File: src/hdl/twm_cfg.svh
// Constants for the timer waveform output block.
// Assumes inclusion by bare name from the hdl folder.
`ifndef TWM_CFG_SVH
`define TWM_CFG_SVH
`define TWM_CNT_W 8
`define TWM_BOTTOM 8'h00
`define TWM_MAX 8'hff
`define TWM_ONE 8'h01
`define TWM_PSC_W 10
`define TWM_CS_W 3
`define TWM_CS_STOP 3'h0
`define TWM_CS_DIV1 3'h1
`define TWM_CS_DIV8 3'h2
`define TWM_CS_DIV32 3'h3
`define TWM_CS_DIV64 3'h4
`define TWM_CS_DIV128 3'h5
`define TWM_CS_DIV256 3'h6
`define TWM_CS_DIV1024 3'h7
`define TWM_MSK_DIV1 10'h000
`define TWM_MSK_DIV8 10'h007
`define TWM_MSK_DIV32 10'h01f
`define TWM_MSK_DIV64 10'h03f
`define TWM_MSK_DIV128 10'h07f
`define TWM_MSK_DIV256 10'h0ff
`define TWM_MSK_DIV1024 10'h3ff
`endif

File: src/hdl/twm_pkg.sv
// Types for the timer waveform output block.
// Assumes nothing beyond the compile order.
package twm_pkg;
  typedef enum logic [1:0] {
    TWM_WGM_NORMAL = 2'h0,
    TWM_WGM_PCPWM = 2'h1,
    TWM_WGM_CTC = 2'h2,
    TWM_WGM_FAST = 2'h3
  } twm_wgm_t;
  typedef enum logic [1:0] {
    TWM_COM_OFF = 2'h0,
    TWM_COM_TOGGLE = 2'h1,
    TWM_COM_CLEAR = 2'h2,
    TWM_COM_SET = 2'h3
  } twm_com_t;
endpackage

File: src/hdl/twm_prescaler.sv
// Prescaler producing the one-cycle timer clock enable.
// Assumes clock select comes from logic on sys_clk_in.
`timescale 1ns/1ps
`include "twm_cfg.svh"
module twm_prescaler
  import twm_pkg::*;
#(
  parameter int PSC_W = `TWM_PSC_W
) (
  // Clock and reset
  input wire logic sys_clk_in,
  input wire logic nrst_in,
  // Control
  input wire logic [`TWM_CS_W-1:0] clock_select_in,
  // Timer clock enable
  output logic tick_out
);
  logic [PSC_W-1:0] div_r;
  logic [PSC_W-1:0] mask;

  always_comb begin
    case (clock_select_in)
      `TWM_CS_DIV1: mask = PSC_W'(`TWM_MSK_DIV1);
      `TWM_CS_DIV8: mask = PSC_W'(`TWM_MSK_DIV8);
      `TWM_CS_DIV32: mask = PSC_W'(`TWM_MSK_DIV32);
      `TWM_CS_DIV64: mask = PSC_W'(`TWM_MSK_DIV64);
      `TWM_CS_DIV128: mask = PSC_W'(`TWM_MSK_DIV128);
      `TWM_CS_DIV256: mask = PSC_W'(`TWM_MSK_DIV256);
      `TWM_CS_DIV1024: mask = PSC_W'(`TWM_MSK_DIV1024);
      default: mask = '0;
    endcase
  end

  // Free-running divider shared by all ratios
  always_ff @(posedge sys_clk_in or negedge nrst_in) begin
    if (!nrst_in) begin
      div_r <= '0;
    end else begin
      div_r <= div_r + PSC_W'(1);
    end
  end

  // Stopped when no source selected
  assign tick_out = (clock_select_in != `TWM_CS_STOP) && ((div_r & mask) == mask);
endmodule

File: src/hdl/twm_top.sv
// Counter, comparator and compare output logic of an 8-bit timer.
// Assumes all control inputs come from registers on sys_clk_in.
//
// Overview of operation
// - Nonzero compare output mode routes compare output state to the pin.
// - Pin direction follows only its direction bit.
// - Pin override works the same in every waveform mode.
// - Compare output state is a register, settable before pin enable.
// - Mode zero leaves compare output state untouched on match.
// - New compare output mode acts from the next match on.
// - Force strobe applies the match action at once in non-PWM modes.
// - Mode 0 counts up forever, wrapping 0xFF to 0x00.
// - Normal mode sets overflow flag as counter becomes zero; never clears.
// - Mode 2 clears counter on match; compare value is top.
// - Clear-on-compare sets compare flag each time top is reached.
// - Clear-on-compare compare value unbuffered; missed match runs to wrap.
// - Clear-on-compare mode 1 toggles output on each match.
// - Toggle frequency is clock over 2 times prescale times top+1.
// - Clear-on-compare sets overflow flag on wrapping MAX to 0x00 without a match at MAX.
// - Prescale factor selectable 1, 8, 32, 64, 128, 256, 1024.
// - Mode 3 counts bottom to MAX, clears on next timer cycle.
// - Fast PWM mode 2 clears on match, sets at bottom; 3 inverted.
// - Fast PWM sets overflow flag each time MAX is reached.
// - Fast PWM period is prescale times 256 clocks.
// - Compare at bottom gives spikes; at MAX a constant level.
// - Fast PWM mode 1 toggles on match; compare stays double buffered.
// - Comparator match sets compare flag on next timer cycle.
// - Compare value buffered in PWM, updated at top; direct otherwise.
`timescale 1ns/1ps
`include "twm_cfg.svh"
module twm_top
  import twm_pkg::*;
#(
  parameter int CNT_W = `TWM_CNT_W
) (
  // Clock and reset
  input wire logic sys_clk_in,
  input wire logic nrst_in,
  // Configuration
  input wire logic [1:0] waveform_mode_select_in,
  input wire logic [1:0] compare_output_mode_in,
  input wire logic [`TWM_CS_W-1:0] clock_select_in,
  // Software writes and strobes
  input wire logic compare_value_wr_in,
  input wire logic [CNT_W-1:0] compare_value_in,
  input wire logic counter_wr_in,
  input wire logic [CNT_W-1:0] counter_wr_data_in,
  input wire logic force_compare_strobe_in,
  input wire logic overflow_flag_clr_in,
  input wire logic compare_flag_clr_in,
  // General port bits
  input wire logic port_data_in,
  input wire logic compare_pin_direction_bit_in,
  // Status
  output logic [CNT_W-1:0] counter_value_out,
  output logic [CNT_W-1:0] compare_value_out,
  output logic overflow_flag_out,
  output logic compare_flag_out,
  output logic compare_output_state_out,
  // Compare pin
  output logic pin_out,
  output logic pin_oe_out
);
  twm_wgm_t wgm;
  twm_com_t com;
  logic tick;
  logic [CNT_W-1:0] cnt_r;
  logic [CNT_W-1:0] cnt_nxt;
  logic [CNT_W-1:0] ocr_r;
  logic [CNT_W-1:0] ocr_buf_r;
  logic block_r;
  logic ovf_r;
  logic ocf_r;
  logic oc_r;
  logic oc_nxt;
  logic pin_r;
  logic pin_oe_r;
  logic is_pwm;
  logic at_max;
  logic match;
  logic force_act;

  assign wgm = twm_wgm_t'(waveform_mode_select_in);
  assign com = twm_com_t'(compare_output_mode_in);
  assign is_pwm = (wgm == TWM_WGM_FAST) || (wgm == TWM_WGM_PCPWM);
  assign at_max = (cnt_r == CNT_W'(`TWM_MAX));

  twm_prescaler u_psc (
    .sys_clk_in(sys_clk_in),
    .nrst_in(nrst_in),
    .clock_select_in(clock_select_in),
    .tick_out(tick)
  );

  // Comparator, held off for one timer cycle after a counter write
  assign match = (cnt_r == ocr_r) && !block_r;
  assign force_act = force_compare_strobe_in && !is_pwm;

  // Counter next value; software write has priority
  always_comb begin
    cnt_nxt = cnt_r;
    if (counter_wr_in) begin
      cnt_nxt = counter_wr_data_in;
    end else if (tick) begin
      if ((wgm == TWM_WGM_CTC) && match) begin
        cnt_nxt = CNT_W'(`TWM_BOTTOM);
      end else begin
        cnt_nxt = cnt_r + CNT_W'(`TWM_ONE);
      end
    end
  end

  always_ff @(posedge sys_clk_in or negedge nrst_in) begin
    if (!nrst_in) begin
      cnt_r <= CNT_W'(`TWM_BOTTOM);
    end else begin
      cnt_r <= cnt_nxt;
    end
  end

  // Blocks the match of the next timer cycle after a counter write
  always_ff @(posedge sys_clk_in or negedge nrst_in) begin
    if (!nrst_in) begin
      block_r <= 1'b0;
    end else if (counter_wr_in) begin
      block_r <= 1'b1;
    end else if (tick) begin
      block_r <= 1'b0;
    end
  end

  // Compare value: direct outside PWM, loaded at top in PWM
  always_ff @(posedge sys_clk_in or negedge nrst_in) begin
    if (!nrst_in) begin
      ocr_buf_r <= CNT_W'(`TWM_BOTTOM);
    end else if (compare_value_wr_in) begin
      ocr_buf_r <= compare_value_in;
    end
  end

  always_ff @(posedge sys_clk_in or negedge nrst_in) begin
    if (!nrst_in) begin
      ocr_r <= CNT_W'(`TWM_BOTTOM);
    end else if (!is_pwm) begin
      if (compare_value_wr_in) begin
        ocr_r <= compare_value_in;
      end else begin
        ocr_r <= ocr_buf_r;
      end
    end else if (tick && at_max) begin
      ocr_r <= ocr_buf_r;
    end
  end

  // Overflow flag: set on MAX to 0x00 in every mode except a clear-on-compare match at MAX; set beats clear
  always_ff @(posedge sys_clk_in or negedge nrst_in) begin
    if (!nrst_in) begin
      ovf_r <= 1'b0;
    end else if (tick && !counter_wr_in && at_max && !((wgm == TWM_WGM_CTC) && match)) begin
      ovf_r <= 1'b1;
    end else if (overflow_flag_clr_in) begin
      ovf_r <= 1'b0;
    end
  end

  // Compare flag: set on the timer cycle after the match; set beats clear
  always_ff @(posedge sys_clk_in or negedge nrst_in) begin
    if (!nrst_in) begin
      ocf_r <= 1'b0;
    end else if (tick && match) begin
      ocf_r <= 1'b1;
    end else if (compare_flag_clr_in) begin
      ocf_r <= 1'b0;
    end
  end

  // Waveform generator action on match, bottom or force
  always_comb begin
    oc_nxt = oc_r;
    if (wgm == TWM_WGM_FAST) begin
      if (tick && match) begin
        case (com)
          TWM_COM_TOGGLE: oc_nxt = !oc_r;
          TWM_COM_CLEAR: oc_nxt = 1'b0;
          TWM_COM_SET: oc_nxt = 1'b1;
          default: oc_nxt = oc_r;
        endcase
      end
      if (tick && at_max) begin
        // Bottom action wins, so compare at MAX gives a constant level
        case (com)
          TWM_COM_CLEAR: oc_nxt = 1'b1;
          TWM_COM_SET: oc_nxt = 1'b0;
          default: oc_nxt = oc_nxt;
        endcase
      end
    end else if (!is_pwm && ((tick && match) || force_act)) begin
      case (com)
        TWM_COM_TOGGLE: oc_nxt = !oc_r;
        TWM_COM_CLEAR: oc_nxt = 1'b0;
        TWM_COM_SET: oc_nxt = 1'b1;
        default: oc_nxt = oc_r;
      endcase
    end
  end

  // Internal compare output state, kept across mode changes
  always_ff @(posedge sys_clk_in or negedge nrst_in) begin
    if (!nrst_in) begin
      oc_r <= 1'b0;
    end else begin
      oc_r <= oc_nxt;
    end
  end

  // Pin source and direction, mode independent
  always_ff @(posedge sys_clk_in or negedge nrst_in) begin
    if (!nrst_in) begin
      pin_r <= 1'b0;
      pin_oe_r <= 1'b0;
    end else begin
      pin_r <= (com != TWM_COM_OFF) ? oc_nxt : port_data_in;
      pin_oe_r <= compare_pin_direction_bit_in;
    end
  end

  assign counter_value_out = cnt_r;
  assign compare_value_out = ocr_r;
  assign overflow_flag_out = ovf_r;
  assign compare_flag_out = ocf_r;
  assign compare_output_state_out = oc_r;
  assign pin_out = pin_r;
  assign pin_oe_out = pin_oe_r;

  // Checks
  property p_wrap;
    @(posedge sys_clk_in) disable iff (!nrst_in)
      (tick && !counter_wr_in && at_max && wgm != TWM_WGM_CTC) |=> (cnt_r == CNT_W'(`TWM_BOTTOM));
  endproperty
  AST_WRAP_TO_BOTTOM: assert property (p_wrap) else $error("Counter did not wrap to bottom");
  AST_OVF_SET: assert property (@(posedge sys_clk_in) disable iff (!nrst_in)
    (tick && !counter_wr_in && at_max && wgm == TWM_WGM_NORMAL) |=> ovf_r && cnt_r == CNT_W'(`TWM_BOTTOM))
    else $error("Overflow flag not set at wrap");
  AST_OVF_HELD: assert property (@(posedge sys_clk_in) disable iff (!nrst_in)
    (ovf_r && !overflow_flag_clr_in) |=> ovf_r)
    else $error("Overflow flag cleared by hardware");
  AST_CTC_CLEAR: assert property (@(posedge sys_clk_in) disable iff (!nrst_in)
    (tick && !counter_wr_in && match && wgm == TWM_WGM_CTC) |=> cnt_r == CNT_W'(`TWM_BOTTOM) && ocf_r)
    else $error("Clear-on-compare did not clear counter");
  AST_CTC_TOGGLE: assert property (@(posedge sys_clk_in) disable iff (!nrst_in)
    (tick && match && wgm == TWM_WGM_CTC && com == TWM_COM_TOGGLE) |=> oc_r != $past(oc_r))
    else $error("Toggle missing on match");
  AST_COM_OFF: assert property (@(posedge sys_clk_in) disable iff (!nrst_in)
    (com == TWM_COM_OFF) |=> $stable(oc_r))
    else $error("Output state changed with mode off");
  AST_FORCE: assert property (@(posedge sys_clk_in) disable iff (!nrst_in)
    (force_compare_strobe_in && !is_pwm && com == TWM_COM_SET) |=> oc_r && pin_r)
    else $error("Force strobe did not set output");
  AST_FORCE_NO_FLAG: assert property (@(posedge sys_clk_in) disable iff (!nrst_in)
    (force_compare_strobe_in && !(tick && match) && !ocf_r) |=> !ocf_r)
    else $error("Force strobe set compare flag");
  AST_PIN_SRC: assert property (@(posedge sys_clk_in) disable iff (!nrst_in)
    (com != TWM_COM_OFF) ##1 (com != TWM_COM_OFF) |-> pin_r == oc_r)
    else $error("Pin not driven by output state");
  AST_PIN_PORT: assert property (@(posedge sys_clk_in) disable iff (!nrst_in)
    (com == TWM_COM_OFF) |=> pin_r == $past(port_data_in))
    else $error("Pin not driven by port value");
  AST_PIN_DIR: assert property (@(posedge sys_clk_in) disable iff (!nrst_in)
    1'b1 |=> pin_oe_r == $past(compare_pin_direction_bit_in))
    else $error("Pin direction not from direction bit");
  AST_FLAG_DELAY: assert property (@(posedge sys_clk_in) disable iff (!nrst_in)
    (!ocf_r && !(tick && match)) |=> !ocf_r)
    else $error("Compare flag set without match");
  AST_FAST_BOTTOM: assert property (@(posedge sys_clk_in) disable iff (!nrst_in)
    (tick && at_max && wgm == TWM_WGM_FAST && com == TWM_COM_CLEAR) |=> oc_r)
    else $error("Fast PWM bottom did not set output");
  AST_FAST_MATCH: assert property (@(posedge sys_clk_in) disable iff (!nrst_in)
    (tick && match && !at_max && wgm == TWM_WGM_FAST && com == TWM_COM_SET) |=> oc_r)
    else $error("Fast PWM inverted match did not set output");
  AST_BUFFERED: assert property (@(posedge sys_clk_in) disable iff (!nrst_in)
    (wgm == TWM_WGM_FAST && !(tick && at_max)) |=> $stable(ocr_r))
    else $error("Buffered compare value changed off top");
  AST_BLOCK: assert property (@(posedge sys_clk_in) disable iff (!nrst_in)
    counter_wr_in ##1 (tick && !counter_wr_in) |=> !$rose(ocf_r))
    else $error("Match not blocked after counter write");
  AST_CNT_STEP: assert property (@(posedge sys_clk_in) disable iff (!nrst_in)
    (tick && !counter_wr_in && !at_max && wgm == TWM_WGM_NORMAL) |=> cnt_r == $past(cnt_r) + CNT_W'(`TWM_ONE))
    else $error("Counter did not step up");
  AST_NORMAL_NO_CLR: assert property (@(posedge sys_clk_in) disable iff (!nrst_in)
    (tick && !counter_wr_in && match && !at_max && wgm == TWM_WGM_NORMAL) |=> cnt_r != CNT_W'(`TWM_BOTTOM))
    else $error("Normal mode cleared counter on match");
  AST_CNT_HOLD: assert property (@(posedge sys_clk_in) disable iff (!nrst_in)
    (!tick && !counter_wr_in) |=> $stable(cnt_r))
    else $error("Counter moved without timer tick");
  AST_STOPPED: assert property (@(posedge sys_clk_in) disable iff (!nrst_in)
    (clock_select_in == `TWM_CS_STOP) |-> !tick)
    else $error("Timer tick while stopped");
  AST_DIV1: assert property (@(posedge sys_clk_in) disable iff (!nrst_in)
    (clock_select_in == `TWM_CS_DIV1) |-> tick)
    else $error("Timer tick missing at divide by one");
  AST_CTC_OVF: assert property (@(posedge sys_clk_in) disable iff (!nrst_in)
    (tick && !counter_wr_in && at_max && !match && wgm == TWM_WGM_CTC) |=> ovf_r && cnt_r == CNT_W'(`TWM_BOTTOM))
    else $error("Clear-on-compare wrap did not set overflow flag");
  AST_FAST_OVF: assert property (@(posedge sys_clk_in) disable iff (!nrst_in)
    (tick && !counter_wr_in && at_max && wgm == TWM_WGM_FAST) |=> ovf_r)
    else $error("Fast PWM overflow flag not set at max");
  AST_FAST_CLEAR: assert property (@(posedge sys_clk_in) disable iff (!nrst_in)
    (tick && match && !at_max && wgm == TWM_WGM_FAST && com == TWM_COM_CLEAR) |=> !oc_r)
    else $error("Fast PWM match did not clear output");
  AST_FAST_INV_BOTTOM: assert property (@(posedge sys_clk_in) disable iff (!nrst_in)
    (tick && at_max && wgm == TWM_WGM_FAST && com == TWM_COM_SET) |=> !oc_r)
    else $error("Fast PWM inverted bottom did not clear output");
  AST_FAST_TOGGLE: assert property (@(posedge sys_clk_in) disable iff (!nrst_in)
    (tick && match && wgm == TWM_WGM_FAST && com == TWM_COM_TOGGLE) |=> oc_r != $past(oc_r))
    else $error("Fast PWM toggle missing on match");
  AST_DIRECT_CMP: assert property (@(posedge sys_clk_in) disable iff (!nrst_in)
    (!is_pwm && compare_value_wr_in) |=> ocr_r == $past(compare_value_in))
    else $error("Compare value not written directly");
  AST_PWM_LOAD: assert property (@(posedge sys_clk_in) disable iff (!nrst_in)
    (is_pwm && tick && at_max) |=> ocr_r == $past(ocr_buf_r))
    else $error("Compare buffer not loaded at top");
  AST_FORCE_PWM: assert property (@(posedge sys_clk_in) disable iff (!nrst_in)
    (force_compare_strobe_in && wgm == TWM_WGM_PCPWM) |=> $stable(oc_r))
    else $error("Force strobe acted in PWM mode");
  AST_FORCE_NO_CLR: assert property (@(posedge sys_clk_in) disable iff (!nrst_in)
    (force_compare_strobe_in && !tick && !counter_wr_in) |=> $stable(cnt_r))
    else $error("Force strobe moved the counter");
  AST_COM_CLEAR: assert property (@(posedge sys_clk_in) disable iff (!nrst_in)
    (!is_pwm && tick && match && com == TWM_COM_CLEAR) |=> !oc_r)
    else $error("Clear action missing on match");
  AST_COM_SET: assert property (@(posedge sys_clk_in) disable iff (!nrst_in)
    (!is_pwm && tick && match && com == TWM_COM_SET) |=> oc_r)
    else $error("Set action missing on match");
  AST_OC_HELD: assert property (@(posedge sys_clk_in) disable iff (!nrst_in)
    (!tick && !force_compare_strobe_in) |=> $stable(oc_r))
    else $error("Output state changed without event");
  AST_FLAG_CLR: assert property (@(posedge sys_clk_in) disable iff (!nrst_in)
    (ocf_r && compare_flag_clr_in && !(tick && match)) |=> !ocf_r)
    else $error("Compare flag not cleared");

  COV_CTC_TOGGLE: cover property (@(posedge sys_clk_in) disable iff (!nrst_in)
    tick && match && wgm == TWM_WGM_CTC && com == TWM_COM_TOGGLE);
  COV_FAST_PWM: cover property (@(posedge sys_clk_in) disable iff (!nrst_in)
    tick && at_max && wgm == TWM_WGM_FAST && com == TWM_COM_CLEAR);
  COV_FORCE: cover property (@(posedge sys_clk_in) disable iff (!nrst_in)
    force_compare_strobe_in && !is_pwm && com != TWM_COM_OFF);
  COV_OVF: cover property (@(posedge sys_clk_in) disable iff (!nrst_in) $rose(ovf_r));
  COV_CTC_WRAP: cover property (@(posedge sys_clk_in) disable iff (!nrst_in)
    tick && at_max && !match && wgm == TWM_WGM_CTC);
endmodule

File: config.mk
export PLATFORM = sky130hd
export DESIGN_NAME = twm_top
export DESIGN_NICKNAME = d
export VERILOG_FILES = /design/src/hdl/twm_pkg.sv /design/src/hdl/twm_prescaler.sv /design/src/hdl/twm_top.sv
export VERILOG_INCLUDE_DIRS = /design/src /design/src/hdl
export SDC_FILE = /design/constraint.sdc
export NUM_CORES = 1
export LEC_CHECK = 0
export BUFFER_PORTS_ARGS = -buffer_cell sky130_fd_sc_hd__buf_4
export CAP_MARGIN = 40
export CORE_ASPECT_RATIO = 1.5
export CORE_MARGIN = 2
export CORE_UTILIZATION = 44
export CTS_BUF_LIST = sky130_fd_sc_hd__clkbuf_8 sky130_fd_sc_hd__clkbuf_16
export CTS_CLUSTER_SIZE = 40
export DETAILED_ROUTE_END_ITERATION = 12
export PLACE_DENSITY = 0.8
export SLEW_MARGIN = 20
export SYNTH_ARGS = -nofsm -noshare
export SYNTH_HDL_FRONTEND = slang
export SYNTH_SLANG_ARGS = --single-unit
File: constraint.sdc
create_clock -name sys_clk_in -period 3.35 [get_ports sys_clk_in]
set_input_delay 0.335 -clock sys_clk_in [delete_from_list [all_inputs] [get_ports sys_clk_in]]
set_output_delay 0.335 -clock sys_clk_in [all_outputs]
set_load 0.02 [all_outputs]
==> metrics <==
Placer Congestion=roughly 0.88; Slew Viols, Final=0; largest net degree at the start of global routing=between 40 and 50; cell area after layout=between 0.002 and 0.003 sq mm; HPWL Detailed=3540 um; # rows=30; Routed WL=4680 um; Worst setup SP type=flip-flop; Worst Hold Class=in -> async; post-cts hold buffer count=0; CP Buf/Inv Count=1; Post-Syn Instances=between 200 and 250; critical path's largest stage delay=about 0.58 ns; Initial DRT Pass Iterations=5; Worst R2R Start=counter_value_out[0]$_DFFE_PN0P_; CTS root buffer=clkbuf_8; Fin Setup TNS=0 ns; Final setup viols=0; Seq/Total Area, Yosys=between 40% and 50%; total grt overflow=0; antenna violations before repair=0; CP cell instances=xnor2_1 > nand4_1 > o41a_1 > and3_1 > a222oi_1 > inv_1; CTS Sinks=40; Yosys reg bits=40; Final Non-Filler Cells=between 300 and 400; Worst Tran Pin Value=around 0.52 ns; die height=roughly 87 um; hold slack=0.00780 ns; Max FO, Critical Path=7; DRT antenna net count=0; post-synth net total=about 240; ant diodes=0; Top Metal Used=met4; layout cell share with drive strength beyond 1=between 20 and 30%; crit path time final=between 2 and 2.5 ns; endpoints failing hold=0; DRT iter0 DRCs=between 80 and 90; CP max-delay cell=o41a_1; post-synth cell types=37; DIE AREA=between 0.005 and 0.006 sq mm; DR WL met2=roughly 2500 um; power per cell area=approximately 450 mW/mm^2; area delta synth->final=25.7%; worst-skew pair later-pin latency=about 0.29 ns; CTS buffer count=5; VDD IR max=between 0.2 and 0.3 mV; Leak Pwr=1.16 nW; first-pass GRT wire length=roughly 7900 um; f_max=between 0.4 and 0.5 GHz; I/O Buffers=52; Worst-path clk slew=around 0.080 ns; drt drc=0; Clock Skew=around 0.0051 ns; Max clock buf depth=2; Final WS setup=1.09 ns; Synth Warn #=0; setup repair bufs after CTS=0; vias in the first global route=1727; Crit. End Element=flip-flop; # resized after CTS=0; Avg Vias per Cell=roughly 5.7; Final period util=67.6%; # IOs=53; Relative slew margins=about 65%; outcome=finished, final reports clean; Largest delay share family, worst path=compound AO/OA/AOI/OAI gates; CTS tree=done; Placed Instance Area=~0.0024 sq mm; pre-CTS WS=about 1.1 ns; WL per Instance=between 15 and 20 um; all-layer global routing usage=20.2%; mapped cell area=~0.002 sq mm; syn_area_per_cell=slightly below 10 sq um; worst-case reg-to-reg path depth=6; R2R Path End=counter_value_out[1]$_DFFE_PN0P_; Worst R2R Setup Slack=between 1 and 1.5 ns; total core area=0.00447 sq mm; DP Cell Count=slightly below 300; # nets final=291; Metal-1 WL=~1800 um; via count=between 1500 and 2000; Max Cap Viol=0; Arr. time, crit path=roughly 2.4 ns; RSZ-0062 raised after global routing=no; WS Path Type=reg -> reg; chip width=between 50 and 60 um; H-tree levels=2; Initial Utilization=between 40 and 50%; WL met3=between 200 and 250 um; critical path required time=3.52 ns
## routing by layer
metal | track usage, % | vias to the layer above
met5 | 0 | -
met4 | 9.50 | 0
met3 | 4.48 | 9
met2 | 34.2 | 53
met1 | 23.7 | 839
li1 | - | 834
## worst max-delay path by stage
stage,endpoint,slack (ns),depth (start not counted),from
2_1_floorplan,counter_value_out[1]$_DFFE_PN0P_,1.26,7,counter_value_out[0]$_DFFE_PN0P_
3_3_place_gp,counter_value_out[1]$_DFFE_PN0P_,1.15,6,counter_value_out[0]$_DFFE_PN0P_
3_5_place_dp,counter_value_out[1]$_DFFE_PN0P_,1.09,6,counter_value_out[0]$_DFFE_PN0P_
4_1_cts,counter_value_out[1]$_DFFE_PN0P_,1.08,6,counter_value_out[0]$_DFFE_PN0P_
5_1_grt,counter_value_out[1]$_DFFE_PN0P_,0.93,6,counter_value_out[0]$_DFFE_PN0P_
6_report,counter_value_out[1]$_DFFE_PN0P_,1.09,6,counter_value_out[0]$_DFFE_PN0P_
## synth_stat cells, drive strengths merged
library cell | n | share of area [%]
nand3 | 13 | 3.5
inv | 12 | 2.2
a211oi | 1 | 0.62
and3 | 5 | 1.6
xor2 | 2 | 0.87
o21ai | 8 | 2.0
nand2b | 4 | 1.2
o41a | 1 | 0.56
a41oi | 1 | 0.44
o31ai | 1 | 0.62
a31oi | 10 | 3.1
mux2 | 8 | 4.5
dfrtp | 40 | 50
and2 | 1 | 0.31
ha | 2 | 1.2
o221a | 1 | 0.56
a222oi | 1 | 0.50
nor3 | 4 | 1.0
nor2 | 16 | 3.0
o221ai | 2 | 0.87
a21o | 2 | 0.75
a21oi | 9 | 2.4
clkbuf | 4 | 0.75
xnor2 | 15 | 6.5
or2 | 2 | 0.62
nor4 | 1 | 0.31
buf | 2 | 0.81
nand2 | 23 | 4.3
nand4 | 4 | 1.2
or3 | 1 | 0.31
a32oi | 3 | 1.3
a221o | 2 | 1.0
a22oi | 2 | 0.75
nand3b | 1 | 0.37
## sequential cells by signal, indices dropped and copies added (netlist names)
| register | cells |
|---|---|
| block_r | 1 |
| compare_flag_out | 1 |
| compare_output_state_out | 1 |
| compare_value_out | 8 |
| counter_value_out | 8 |
| ocr_buf_r | 8 |
| overflow_flag_out | 1 |
| pin_oe_out | 1 |
| pin_out | 1 |
| u_psc.div_r | 10 |
## cell type report
type                            instances  area [sq um]
Inverter                               12          45.0
Clock buffer                            6          82.6
Fill cell                             401          1940
Tap cell                               48          60.1
Clock inverter                          2          15.0
Timing Repair Buffer                   52           390
Sequential cell                        40          1000
Multi-Input combinational cell        146           932
## cells in the final DEF (no fill, tap or decap), types with 3 or more instances in the layout
master | Yosys | final
nand3_1 | 12 | 12
a32oi_1 | 3 | 3
nor2_1 | 16 | 16
nand2b_1 | 4 | 4
nor3_1 | 4 | 4
nand2_1 | 23 | 23
buf_4 | 0 | 52
dfrtp_1 | 40 | 40
and3_1 | 5 | 5
nand4_1 | 4 | 4
a21oi_1 | 8 | 8
inv_1 | 12 | 12
a31oi_1 | 10 | 10
mux2_2 | 8 | 8
o21ai_0 | 8 | 8
clkbuf_8 | 0 | 6
xnor2_1 | 15 | 15
## logic make-up after synthesis
group           after synthesis  share of synthesized area [%]
compound gates               44                           15.5
xor+xnor                     17                           7.41
fa+ha+maj                     2                           1.25
buf+inv                      18                           3.80
flops                        40                           49.8
mux                           8                           4.48
simple gates                 75                           17.7
## power by group
part,switching [W],internal [W]
clock network,0.000167,0.000167
registers,0.0000464,0.000521
logic,0.000123,0.000115
total,0.000337,0.000803
## metrics by stage
| step | power, W | utilization [%] |
|---|---|---|
| global route | 0.00120 | 56.6 |
| detailed placement | 0.000817 | 54.4 |
| finish | 0.00114 | 56.6 |
| floorplan | 0.000700 | - |
| global placement | 0.000810 | 54.4 |
| CTS | 0.00116 | 56.6 |
Power figures use the tool's default switching activity.
